--- src/scp_pkg.sv ---
/*
 Package for the serial command port: bit counts, FIFO depth and the
 edge-mode encoding used by the port, which passes width and depth to its byte FIFO.
 Assumes a single 100 MHz system clock.
*/
package scp_pkg;
	localparam int         SCP_BYTE_BITS   = 8;
	localparam int         SCP_FIFO_DEPTH  = 16;
	localparam logic [2:0] SCP_CNT_LAST    = 3'h7;
	localparam logic [2:0] SCP_CNT_RESET   = 3'h0;
	localparam logic [7:0] SCP_BYTE_RESET  = 8'h00;
	localparam logic       SCP_MODE_RISE   = 1'b1;
	localparam logic       SCP_MODE_RESET  = 1'b1;
	typedef enum logic [1:0] {
		SCP_IDLE = 2'b01,
		SCP_XFER = 2'b10
	} scp_state_t;
endpackage

--- src/scp_fifo.sv ---
/*
 Synchronous FIFO with valid/ready on both sides; width and depth are
 parameters. Assumes one clock and a synchronous active-high reset.
*/
`timescale 1ns/1ns
module scp_fifo #(
	parameter int WIDTH = 8,
	parameter int DEPTH = 16
) (
	// Clock and reset
	input  wire logic             ref_clk_in,
	input  wire logic             sys_rst_in,
	// Fill side
	input  wire logic             in_valid_in,
	input  wire logic [WIDTH-1:0] in_data_in,
	output logic                  in_ready_out,
	// Drain side
	output logic                  out_valid_out,
	output logic [WIDTH-1:0]      out_data_out,
	input  wire logic             out_ready_in
);
	localparam int AW = $clog2(DEPTH);
	logic [WIDTH-1:0] mem_reg [DEPTH];
	logic [AW-1:0]    wr_reg, wr_next, rd_reg, rd_next;
	logic [AW:0]      cnt_reg, cnt_next;
	logic             push, pop;

	// Handshake terms, full and empty from the occupancy count
	assign in_ready_out  = (cnt_reg != (AW+1)'(DEPTH));
	assign out_valid_out = (cnt_reg != '0);
	assign out_data_out  = mem_reg[rd_reg];
	assign push = in_valid_in && in_ready_out;
	assign pop  = out_valid_out && out_ready_in;

	// Pointer and count next values
	always_comb begin
		wr_next  = push ? AW'(wr_reg + 1'b1) : wr_reg;
		rd_next  = pop ? AW'(rd_reg + 1'b1) : rd_reg;
		cnt_next = cnt_reg;
		if (push && !pop) begin
			cnt_next = cnt_reg + 1'b1;
		end else if (pop && !push) begin
			cnt_next = cnt_reg - 1'b1;
		end
	end

	// Storage needs no reset; only pointers and count do
	always_ff @(posedge ref_clk_in) begin
		if (push) begin
			mem_reg[wr_reg] <= in_data_in;
		end
		if (sys_rst_in) begin
			wr_reg  <= '0;
			rd_reg  <= '0;
			cnt_reg <= '0;
		end else begin
			wr_reg  <= wr_next;
			rd_reg  <= rd_next;
			cnt_reg <= cnt_next;
		end
	end
endmodule

--- src/scp_port.sv ---
/*
 Serial command port: host select, shift clock and data-in are sampled by
 the 100 MHz system clock; completed bytes go through a 16-word FIFO to the
 command decoder, and status bytes are shifted back on data-out.
 Assumes the shift clock is at least four system cycles per half period.
*/
`timescale 1ns/1ns
module scp_port (
	// Clock and reset
	input  wire logic                              ref_clk_in,
	input  wire logic                              sys_rst_in,
	// Host pins
	input  wire logic                              host_select_n_in,
	input  wire logic                              host_sck_in,
	input  wire logic                              host_sdi_in,
	output logic                                   host_sdo_out,
	output logic                                   host_sdo_oe_out,
	// Command bytes to the decoder
	output logic                                   cmd_valid_out,
	output logic [scp_pkg::SCP_BYTE_BITS-1:0]      cmd_data_out,
	input  wire logic                              cmd_ready_in,
	// Status byte from the device
	input  wire logic [scp_pkg::SCP_BYTE_BITS-1:0] status_in,
	// Lost byte pulse when the FIFO was full
	output logic                                   overrun_out
);
	import scp_pkg::*;

	logic [2:0] sel_sync_reg, sck_sync_reg, sdi_sync_reg;
	logic       sel_n, sck, sck_prev, sdi;
	logic       rise, fall, sample_edge, shift_edge;
	scp_state_t state_reg, state_next;
	logic       mode_reg, mode_next;
	logic [2:0] cnt_reg, cnt_next;
	logic [7:0] sh_reg, sh_next;
	logic [7:0] so_reg, so_next;
	logic       push_reg, push_next;
	logic [7:0] byte_reg, byte_next;
	logic       fifo_ready;
	logic [1:0] sel_live_reg, sel_live_next;
	logic       sel_seen_reg, sel_seen_next;

	// Two-flop synchronisers; the third stage is only for edge finding
	always_ff @(posedge ref_clk_in) begin
		if (sys_rst_in) begin
			sel_sync_reg <= 3'h7;
			sck_sync_reg <= 3'h0;
			sdi_sync_reg <= 3'h0;
		end else begin
			sel_sync_reg <= {sel_sync_reg[1:0], host_select_n_in};
			sck_sync_reg <= {sck_sync_reg[1:0], host_sck_in};
			sdi_sync_reg <= {sdi_sync_reg[1:0], host_sdi_in};
		end
	end
	assign sel_n    = sel_sync_reg[1];
	assign sck      = sck_sync_reg[1];
	assign sck_prev = sck_sync_reg[2];
	assign sdi      = sdi_sync_reg[1];
	assign rise     = sck && !sck_prev;
	assign fall     = !sck && sck_prev;
	assign sample_edge = (mode_reg == SCP_MODE_RISE) ? rise : fall;
	assign shift_edge  = (mode_reg == SCP_MODE_RISE) ? fall : rise;

	// Port sequencer next state
	always_comb begin
		state_next = state_reg;
		mode_next  = mode_reg;
		cnt_next   = cnt_reg;
		sh_next    = sh_reg;
		so_next    = so_reg;
		push_next  = 1'b0;
		byte_next  = byte_reg;
		// Select counts as seen high only once the synchroniser holds pin values
		sel_live_next = {sel_live_reg[0], 1'b1};
		sel_seen_next = sel_seen_reg || (sel_live_reg[1] && sel_n);
		case (state_reg)
			SCP_IDLE: begin
				so_next = status_in;
				if (!sel_n) begin
					state_next = SCP_XFER;
					// No real select fall since reset means select is tied low
					mode_next  = sel_seen_reg ? sck : SCP_MODE_RISE;
					cnt_next   = SCP_CNT_RESET;
					sh_next    = SCP_BYTE_RESET;
				end
			end
			SCP_XFER: begin
				if (sel_n) begin
					state_next = SCP_IDLE;
					cnt_next   = SCP_CNT_RESET;
					sh_next    = SCP_BYTE_RESET;
				end else begin
					if (sample_edge) begin
						sh_next  = {sh_reg[6:0], sdi};
						cnt_next = 3'(cnt_reg + 1'b1);
						if (cnt_reg == SCP_CNT_LAST) begin
							byte_next = {sh_reg[6:0], sdi};
							push_next = 1'b1;
						end
					end
					// First shift clock edge of a byte loads a fresh status copy
					if (shift_edge) begin
						so_next = (cnt_reg == SCP_CNT_RESET) ? status_in
							: {so_reg[6:0], 1'b0};
					end
				end
			end
			default: begin
				state_next = SCP_IDLE;
			end
		endcase
	end

	// Sequencer registers; reset mode is rising-edge sampling
	always_ff @(posedge ref_clk_in) begin
		if (sys_rst_in) begin
			state_reg <= SCP_IDLE;
			mode_reg  <= SCP_MODE_RESET;
			cnt_reg   <= SCP_CNT_RESET;
			sh_reg    <= SCP_BYTE_RESET;
			so_reg    <= SCP_BYTE_RESET;
			push_reg  <= 1'b0;
			byte_reg  <= SCP_BYTE_RESET;
			sel_live_reg <= 2'h0;
			sel_seen_reg <= 1'b0;
		end else begin
			state_reg <= state_next;
			mode_reg  <= mode_next;
			cnt_reg   <= cnt_next;
			sh_reg    <= sh_next;
			so_reg    <= so_next;
			push_reg  <= push_next;
			byte_reg  <= byte_next;
			sel_live_reg <= sel_live_next;
			sel_seen_reg <= sel_seen_next;
		end
	end

	// Output is released whenever select is seen high
	assign host_sdo_out    = so_reg[7];
	assign host_sdo_oe_out = (state_reg == SCP_XFER) && !sel_n;
	// A byte arriving on a full FIFO is dropped; the host cannot be stalled
	assign overrun_out     = push_reg && !fifo_ready;

	// Byte FIFO toward the command decoder
	scp_fifo #(
		.WIDTH (SCP_BYTE_BITS),
		.DEPTH (SCP_FIFO_DEPTH)
	) u_fifo (
		.ref_clk_in    (ref_clk_in),
		.sys_rst_in    (sys_rst_in),
		.in_valid_in   (push_reg),
		.in_data_in    (byte_reg),
		.in_ready_out  (fifo_ready),
		.out_valid_out (cmd_valid_out),
		.out_data_out  (cmd_data_out),
		.out_ready_in  (cmd_ready_in)
	);

	// Checks
	property p_mode_pick;
		@(posedge ref_clk_in) disable iff (sys_rst_in)
		(state_reg == SCP_IDLE && !sel_n)
			|=> (mode_reg == ($past(sel_seen_reg) ? $past(sck) : SCP_MODE_RISE));
	endproperty
	a_mode_pick: assert property (p_mode_pick) else $error("edge mode not taken");
	property p_oe_off;
		@(posedge ref_clk_in) disable iff (sys_rst_in)
		sel_n |-> !host_sdo_oe_out;
	endproperty
	a_oe_off: assert property (p_oe_off) else $error("sdo driven while idle");
	property p_clear;
		@(posedge ref_clk_in) disable iff (sys_rst_in)
		(state_reg == SCP_XFER && sel_n) |=> (cnt_reg == 3'h0 && sh_reg == 8'h00);
	endproperty
	a_clear: assert property (p_clear) else $error("no clear on deselect");
	property p_push;
		@(posedge ref_clk_in) disable iff (sys_rst_in)
		(state_reg == SCP_XFER && !sel_n && sample_edge && cnt_reg == 3'h7)
			|=> push_reg && byte_reg == {$past(sh_reg[6:0]), $past(sdi)};
	endproperty
	a_push: assert property (p_push) else $error("byte not latched");
	property p_shift_in;
		@(posedge ref_clk_in) disable iff (sys_rst_in)
		(state_reg == SCP_XFER && !sel_n && sample_edge)
			|=> sh_reg[0] == $past(sdi) && sh_reg[7:1] == $past(sh_reg[6:0]);
	endproperty
	a_shift_in: assert property (p_shift_in) else $error("msb-first shift wrong");
	property p_rise_mode;
		@(posedge ref_clk_in) disable iff (sys_rst_in)
		(state_reg == SCP_XFER && !sel_n && mode_reg && fall) |=> $stable(cnt_reg);
	endproperty
	a_rise_mode: assert property (p_rise_mode) else $error("sampled on wrong edge");
	property p_fall_mode;
		@(posedge ref_clk_in) disable iff (sys_rst_in)
		(state_reg == SCP_XFER && !sel_n && !mode_reg && rise) |=> $stable(cnt_reg);
	endproperty
	a_fall_mode: assert property (p_fall_mode) else $error("sampled on wrong edge");
	property p_sdo_step;
		@(posedge ref_clk_in) disable iff (sys_rst_in)
		(state_reg == SCP_XFER && !sel_n && shift_edge && cnt_reg != 3'h0)
			|=> so_reg[7] == $past(so_reg[6]);
	endproperty
	a_sdo_step: assert property (p_sdo_step) else $error("status not shifted");
	property p_strobe;
		@(posedge ref_clk_in) disable iff (sys_rst_in)
		push_reg |=> !push_reg;
	endproperty
	a_strobe: assert property (p_strobe) else $error("push wider than a cycle");
	property p_reset_mode;
		@(posedge ref_clk_in) $fell(sys_rst_in) |-> mode_reg == 1'b1;
	endproperty
	a_reset_mode: assert property (p_reset_mode) else $error("reset mode not rising");
	c_byte: cover property (@(posedge ref_clk_in) push_reg && fifo_ready);
	c_fall_xfer: cover property (@(posedge ref_clk_in) state_reg == SCP_XFER && !mode_reg);
	c_overrun: cover property (@(posedge ref_clk_in) overrun_out);
endmodule

--- config.mk ---
export PLATFORM = sky130hd
export DESIGN_NAME = scp_port
export DESIGN_NICKNAME = d
export VERILOG_FILES = /design/src/scp_pkg.sv /design/src/scp_fifo.sv /design/src/scp_port.sv
export SDC_FILE = /design/constraint.sdc
export NUM_CORES = 1
export LEC_CHECK = 0
export BUFFER_PORTS_ARGS = -buffer_cell sky130_fd_sc_hd__buf_2
export CAP_MARGIN = 5
export CORE_UTILIZATION = 35
export DETAILED_ROUTE_END_ITERATION = 10
export PLACE_DENSITY = 0.61
export SYNTH_ARGS = -nofsm -noshare
export SYNTH_HDL_FRONTEND = slang
export SYNTH_SLANG_ARGS = --single-unit
--- constraint.sdc ---
create_clock -name ref_clk_in -period 5.1 [get_ports ref_clk_in]
set_input_delay 1.02 -clock ref_clk_in [delete_from_list [all_inputs] [get_ports ref_clk_in]]
set_output_delay 1.02 -clock ref_clk_in [all_outputs]
set_load 0.005 [all_outputs]
-- Word level (Yosys, flattened, before mapping)
Memories as Yosys holds them, arrays and structs flattened. A register that Yosys moved wholly into a read port is not among the register bits.
Cells that the tools add are included.
- bits in writable memories: 128
- output and inout bits: 12
- input bits: 14
- memories: 1
- flip-flop bits (word level): 53
- $add $sub $neg: 5
- reduce and logical (&&, ||, !) cells: 26
- bitwise operators: 3
- multiplexer cells: 26
- equal/unequal tests: 9
- memory list (memory ; depth ; bits a word ; rd ports ; clocked after memory_dff ; wr ports ; RTL line ; source):
    u_fifo.mem_reg ; 16 ; 8 ; 1 ; 1 ; 1 ; scp_fifo.sv:23 ; logic [WIDTH-1:0] mem_reg [DEPTH];
- operator list (cell ; number):
    $mux 8 ; 3
    $mux 7 ; 3
    $pmux 8 s2 ; 1
    $pmux 7 s2 ; 1
    $mux 5 ; 2
    $logic_and 1x1->1 ; 9
    $mux 3 ; 3
    $add 4x1->4 const B ; 2
    $mux 4 ; 2
    $ne 2x2->1 const B ; 4
    $mux 1 ; 7
    $logic_not 1->1 ; 6
    $pmux 3 s2 ; 1
    $reduce_and 3->1 ; 2
    $add 5x1->5 const B ; 1
    $ne 5x5->1 const B ; 1
    $reduce_bool 5->1 ; 1
    $sub 5x1->5 const B ; 1
    $mux 2 ; 2
    $pmux 2 s2 ; 1
    $reduce_and 2->1 ; 2
    $reduce_and 4->1 ; 1
    $reduce_bool 2->1 ; 2
    $reduce_or 4->1 ; 1
    8 further kinds ; 10

-- Longest topological paths before layout
- word-level depth: 6
- mapped depth: 9
- depth with buffers taken out: 9

-- By module
From an unflattened synthesis, not the netlist that was laid out.
- cells, all modules: 478
- area total of the unflattened synthesis: 7370.8 sq um
- by module, submodules not included (module ; cells each ; instances ; area each (sq um)):
    scp_fifo ; 311 ; 1 ; 5761.8
    scp_port ; 167 ; 1 ; 1609.0

-- Worst setup path before layout
Ideal clock, no wire load.
- path type: register to register
- start point: register u_fifo.cnt_reg[0]
- end point: register u_fifo.cnt_reg[4]
- setup time: 0.121 ns
- path buffers: 0
- data arrival time: 2.524 ns
- period minus slack after synthesis: 2.645 ns
- setup slack: 2.455 ns
- data required time: 4.979 ns
- cell stages (with the launch flop): 10
- cell sequence: dfxtp_1 -> or4_1 -> o21ai_2 -> ha_1 -> inv_1 -> ha_1 -> a21oi_1 -> a211oi_1 -> a31oi_1 -> mux2_2
- longest elaborated chain between the ends: 5
- elaborated cells between the ends (all ways): 13
- those cells by class: add/sub (2); eq/ne (1); mux (2); reduce/logical (8)
- ends and longest elaborated chain (what ; RTL line ; source):
    start: declaration ; scp_fifo.sv:25 ; logic [AW:0] cnt_reg, cnt_next;
    start signal: assignment ; scp_fifo.sv:59 ; cnt_reg <= cnt_next;
    parallel branches: the longest is 5 deep, another holds $sub 5x1->5 ; - ;
Parallel ways; which one is timed is not known. The select of a mux whose other input is x is not followed.
A chain may end at the register's enable or synchronous reset.

==> impl_results.md <==
- Top post-synthesis cells by count: edfxtp_1, dfxtp_1, nor2_1
- Placed Instances: 744
- Hold_ws: 0.409 ns
- CP Data Required Time: 4.08 ns
- Core area: 0.0204 mm^2
- Max Clock Freq: 274 MHz
- 1st-pass router iterations: 4
- CTS root buffer: clkbuf_16
- Lkg Pwr: 2.82 nW
- R2r startpoint: u_fifo.cnt_reg[0]
- Total track usage: 13.5%
- Area growth syn-to-layout: 12.9%
- Post-route cell area: 0.00825 mm^2
- First-pass GRT wire length: 21700 um
- Io pins: 26
- Slowest CP cell: dfxtp_2
- Routed len/inst: 17.3 um
- Vias: 3904
- Die Height: 146 um
- R2R depth: 9
- Hold Path Depth: 1
- Mean Syn Cell Area: 15.5 um^2
- Syn nets: 501
- Total Nets Final: 523
- Fin crit share: 71.5%
- Max_cap viols: 0
- Die Wd: 146 um
- Final setup violation count: 0
- Register area share after synthesis: 68.2%
- Max-slew violation count: 0
- Final setup skew: 0.00935 ns
- Worst vdd rail ir drop: 0.282 mV
- DRC viols: 0
- CTS buffer count: 17
- CP Max Fanout: 23
- Area of placed instances: 0.00767 mm^2
- Synth unique cells: 54
- Slew @ Worst Pin: 1.27 ns
- Largest area contributor in the netlist: edfxtp_1
- Drt total wl: 13500 um
- Worst hold path type: register to register
- Ys async rst share: 0%
- Reg2reg end: u_fifo.cnt_reg[4]
- FP Rows: 52
- H-tree depth: 4
- Top cells by area, synth: edfxtp_1, dfxtp_1, mux4_2, nor2_1, ha_1
- Final ANT Viol Nets: 0
- WHS Endpoint: sel_sync_reg[1]
- Placer Congestion: 0.799
- Setup CP Type: register to output port
- Initial antenna violation count: 0
- Iter 0 DRT Violations: 338
- Hold-fix buffers, CTS: 0
- Clk sinks: 185
- Cell area after synthesis: 0.00731 mm^2
- Largest net degree at the start of global routing: 53
- PortBufs: 25
- Post-synth EDFFs: 128
- Vias in the first global route: 3965
- Cells after Synth: 472
- Gates resized, CTS repair: 0
- Crit. End Element: output port
- Final Hold Viols: 0
- Synth Flop Type: edfxtp_1
- Share of cells above drive strength 1: 20.1%
- Min-delay src: sel_sync_reg[0]
- Most frequent cell after synthesis: edfxtp_1
- Yosys reg bits: 185
- RSZ-0062 raised after global routing: no
- Clock Latency Late Sink: 0.43 ns
- Worst EP arrival: 2.63 ns
- Clock Path Buffers: 2
- Slew headroom: 14.8%
- GRT Residual Overflow: 0
- Fill cells: 1861
- Startpoint types: register
- Detailed Place HPWL: 8930 um
- Initial Util: 35.9%
- Post-CTS Setup Inserts: 0
- TNS Setup: 0 ns
- CTS tree: done
- Fin crit period: 3.65 ns
- ANT cells: 0
- Vias per cell: 5.02
- CTS clk-pin slew, worst paths: 0.06 ns
- Number of flip-flops in the largest register: 128
- Fin cells: 777
- Die area: 0.0215 mm^2
- Status: completed
- Power per Cell Area: 433 mW/mm^2
- R2R setup slack: 2.23 ns
- Critical Path, Cell by Cell: buf_4, mux4_2, a22oi_1, nand2_1, buf_2
- Critical Path Max Stage Delay: 0.85 ns
- Yosys top cell area share: 52.6%
- Ys Warns: 0
[layout make-up]
cell class                      count  area [um^2]  share of cell area (%)
Clock inverter                     15          148                    1.79
Timing Repair Buffer               27          138                    1.67
Clock buffer                       17          425                    5.16
Multi-Input combinational cell    253         2180                    26.4
Tap cell                          270          338                    4.09
Inverter                           10         37.5                   0.455
Sequential cell                   185         4990                    60.4
[metal layers]
layer  global-route usage, %  share of wire [%]  wire, um
met4                    4.84               0.56        76
met2                    21.8                 50      6700
met1                    17.5                 44      5980
met3                    3.50                5.3       709
met5                       0                  0         0
[cell usage in the layout (no fill, tap or decap), drive strengths merged, types with 8 or more instances in the layout]
master and instances:
a21oi 14, a22oi 17, edfxtp 128, nor2b 10, clkbuf 17, ha 14, dfxtp 57, buf 27
a32oi 9, mux4 32, nor2 47, mux2i 10, inv 14, nand2 26, a211oi 8, nand3 11
[metrics by stage]
stage / util, % / worst slack [ns] / total power, W
2_1_floorplan: - / 2.45 / 0.00219
3_3_place_gp: 37.7 / 1.83 / 0.00232
3_5_place_dp: 37.7 / 1.81 / 0.00234
4_1_cts: 40.5 / 1.34 / 0.00362
5_1_grt: 40.5 / 1.20 / 0.00374
6_report: 40.5 / 1.45 / 0.00358
[report_power, final]
part / internal, W / switching (W) / total (W) / leakage, nW
clock: 0.000721 / 0.000555 / 0.00128 / 0.271
combinational: 0.000316 / 0.000242 / 0.000558 / 0.898
sequential: 0.00163 / 0.000112 / 0.00174 / 1.65
total: 0.00267 / 0.000909 / 0.00358 / 2.82
[cells by family (layout without fill, tap and decap cells)]
family                   after synthesis  after routing  share of synthesized area [%]
AND/OR/NAND/NOR                      119            119                           7.81
adder cells (fa/ha/maj)               15             15                           2.67
buffers and inverters                 34             69                           1.95
flip-flops                           185            185                           68.2
XOR/XNOR                               7              7                          0.839
AO/OA/AOI/OAI                         69             69                           7.11
multiplexers                          43             43                           11.4
[how the worst max path moves through the flow]
stage                 startpoint                end  slack, ns
6_report                register    cmd_data_out[5]       1.45
5_1_grt                 register    cmd_data_out[2]       1.20
4_1_cts                 register    cmd_data_out[5]       1.34
3_5_place_dp            register    cmd_data_out[5]       1.81
3_3_place_gp            register    cmd_data_out[2]       1.83
2_1_floorplan  u_fifo.cnt_reg[0]  u_fifo.cnt_reg[4]       2.45
[critical path: cells and delay by family (launching register included)]
kind / cells / cell delay (ns)
flip-flops: 1 / 0.85
AND/OR/NAND/NOR: 1 / 0.09
multiplexers: 1 / 0.52
buffers and inverters: 2 / 0.49
AO/OA/AOI/OAI: 1 / 0.23
Note: power is estimated with default switching activity, not from simulation.
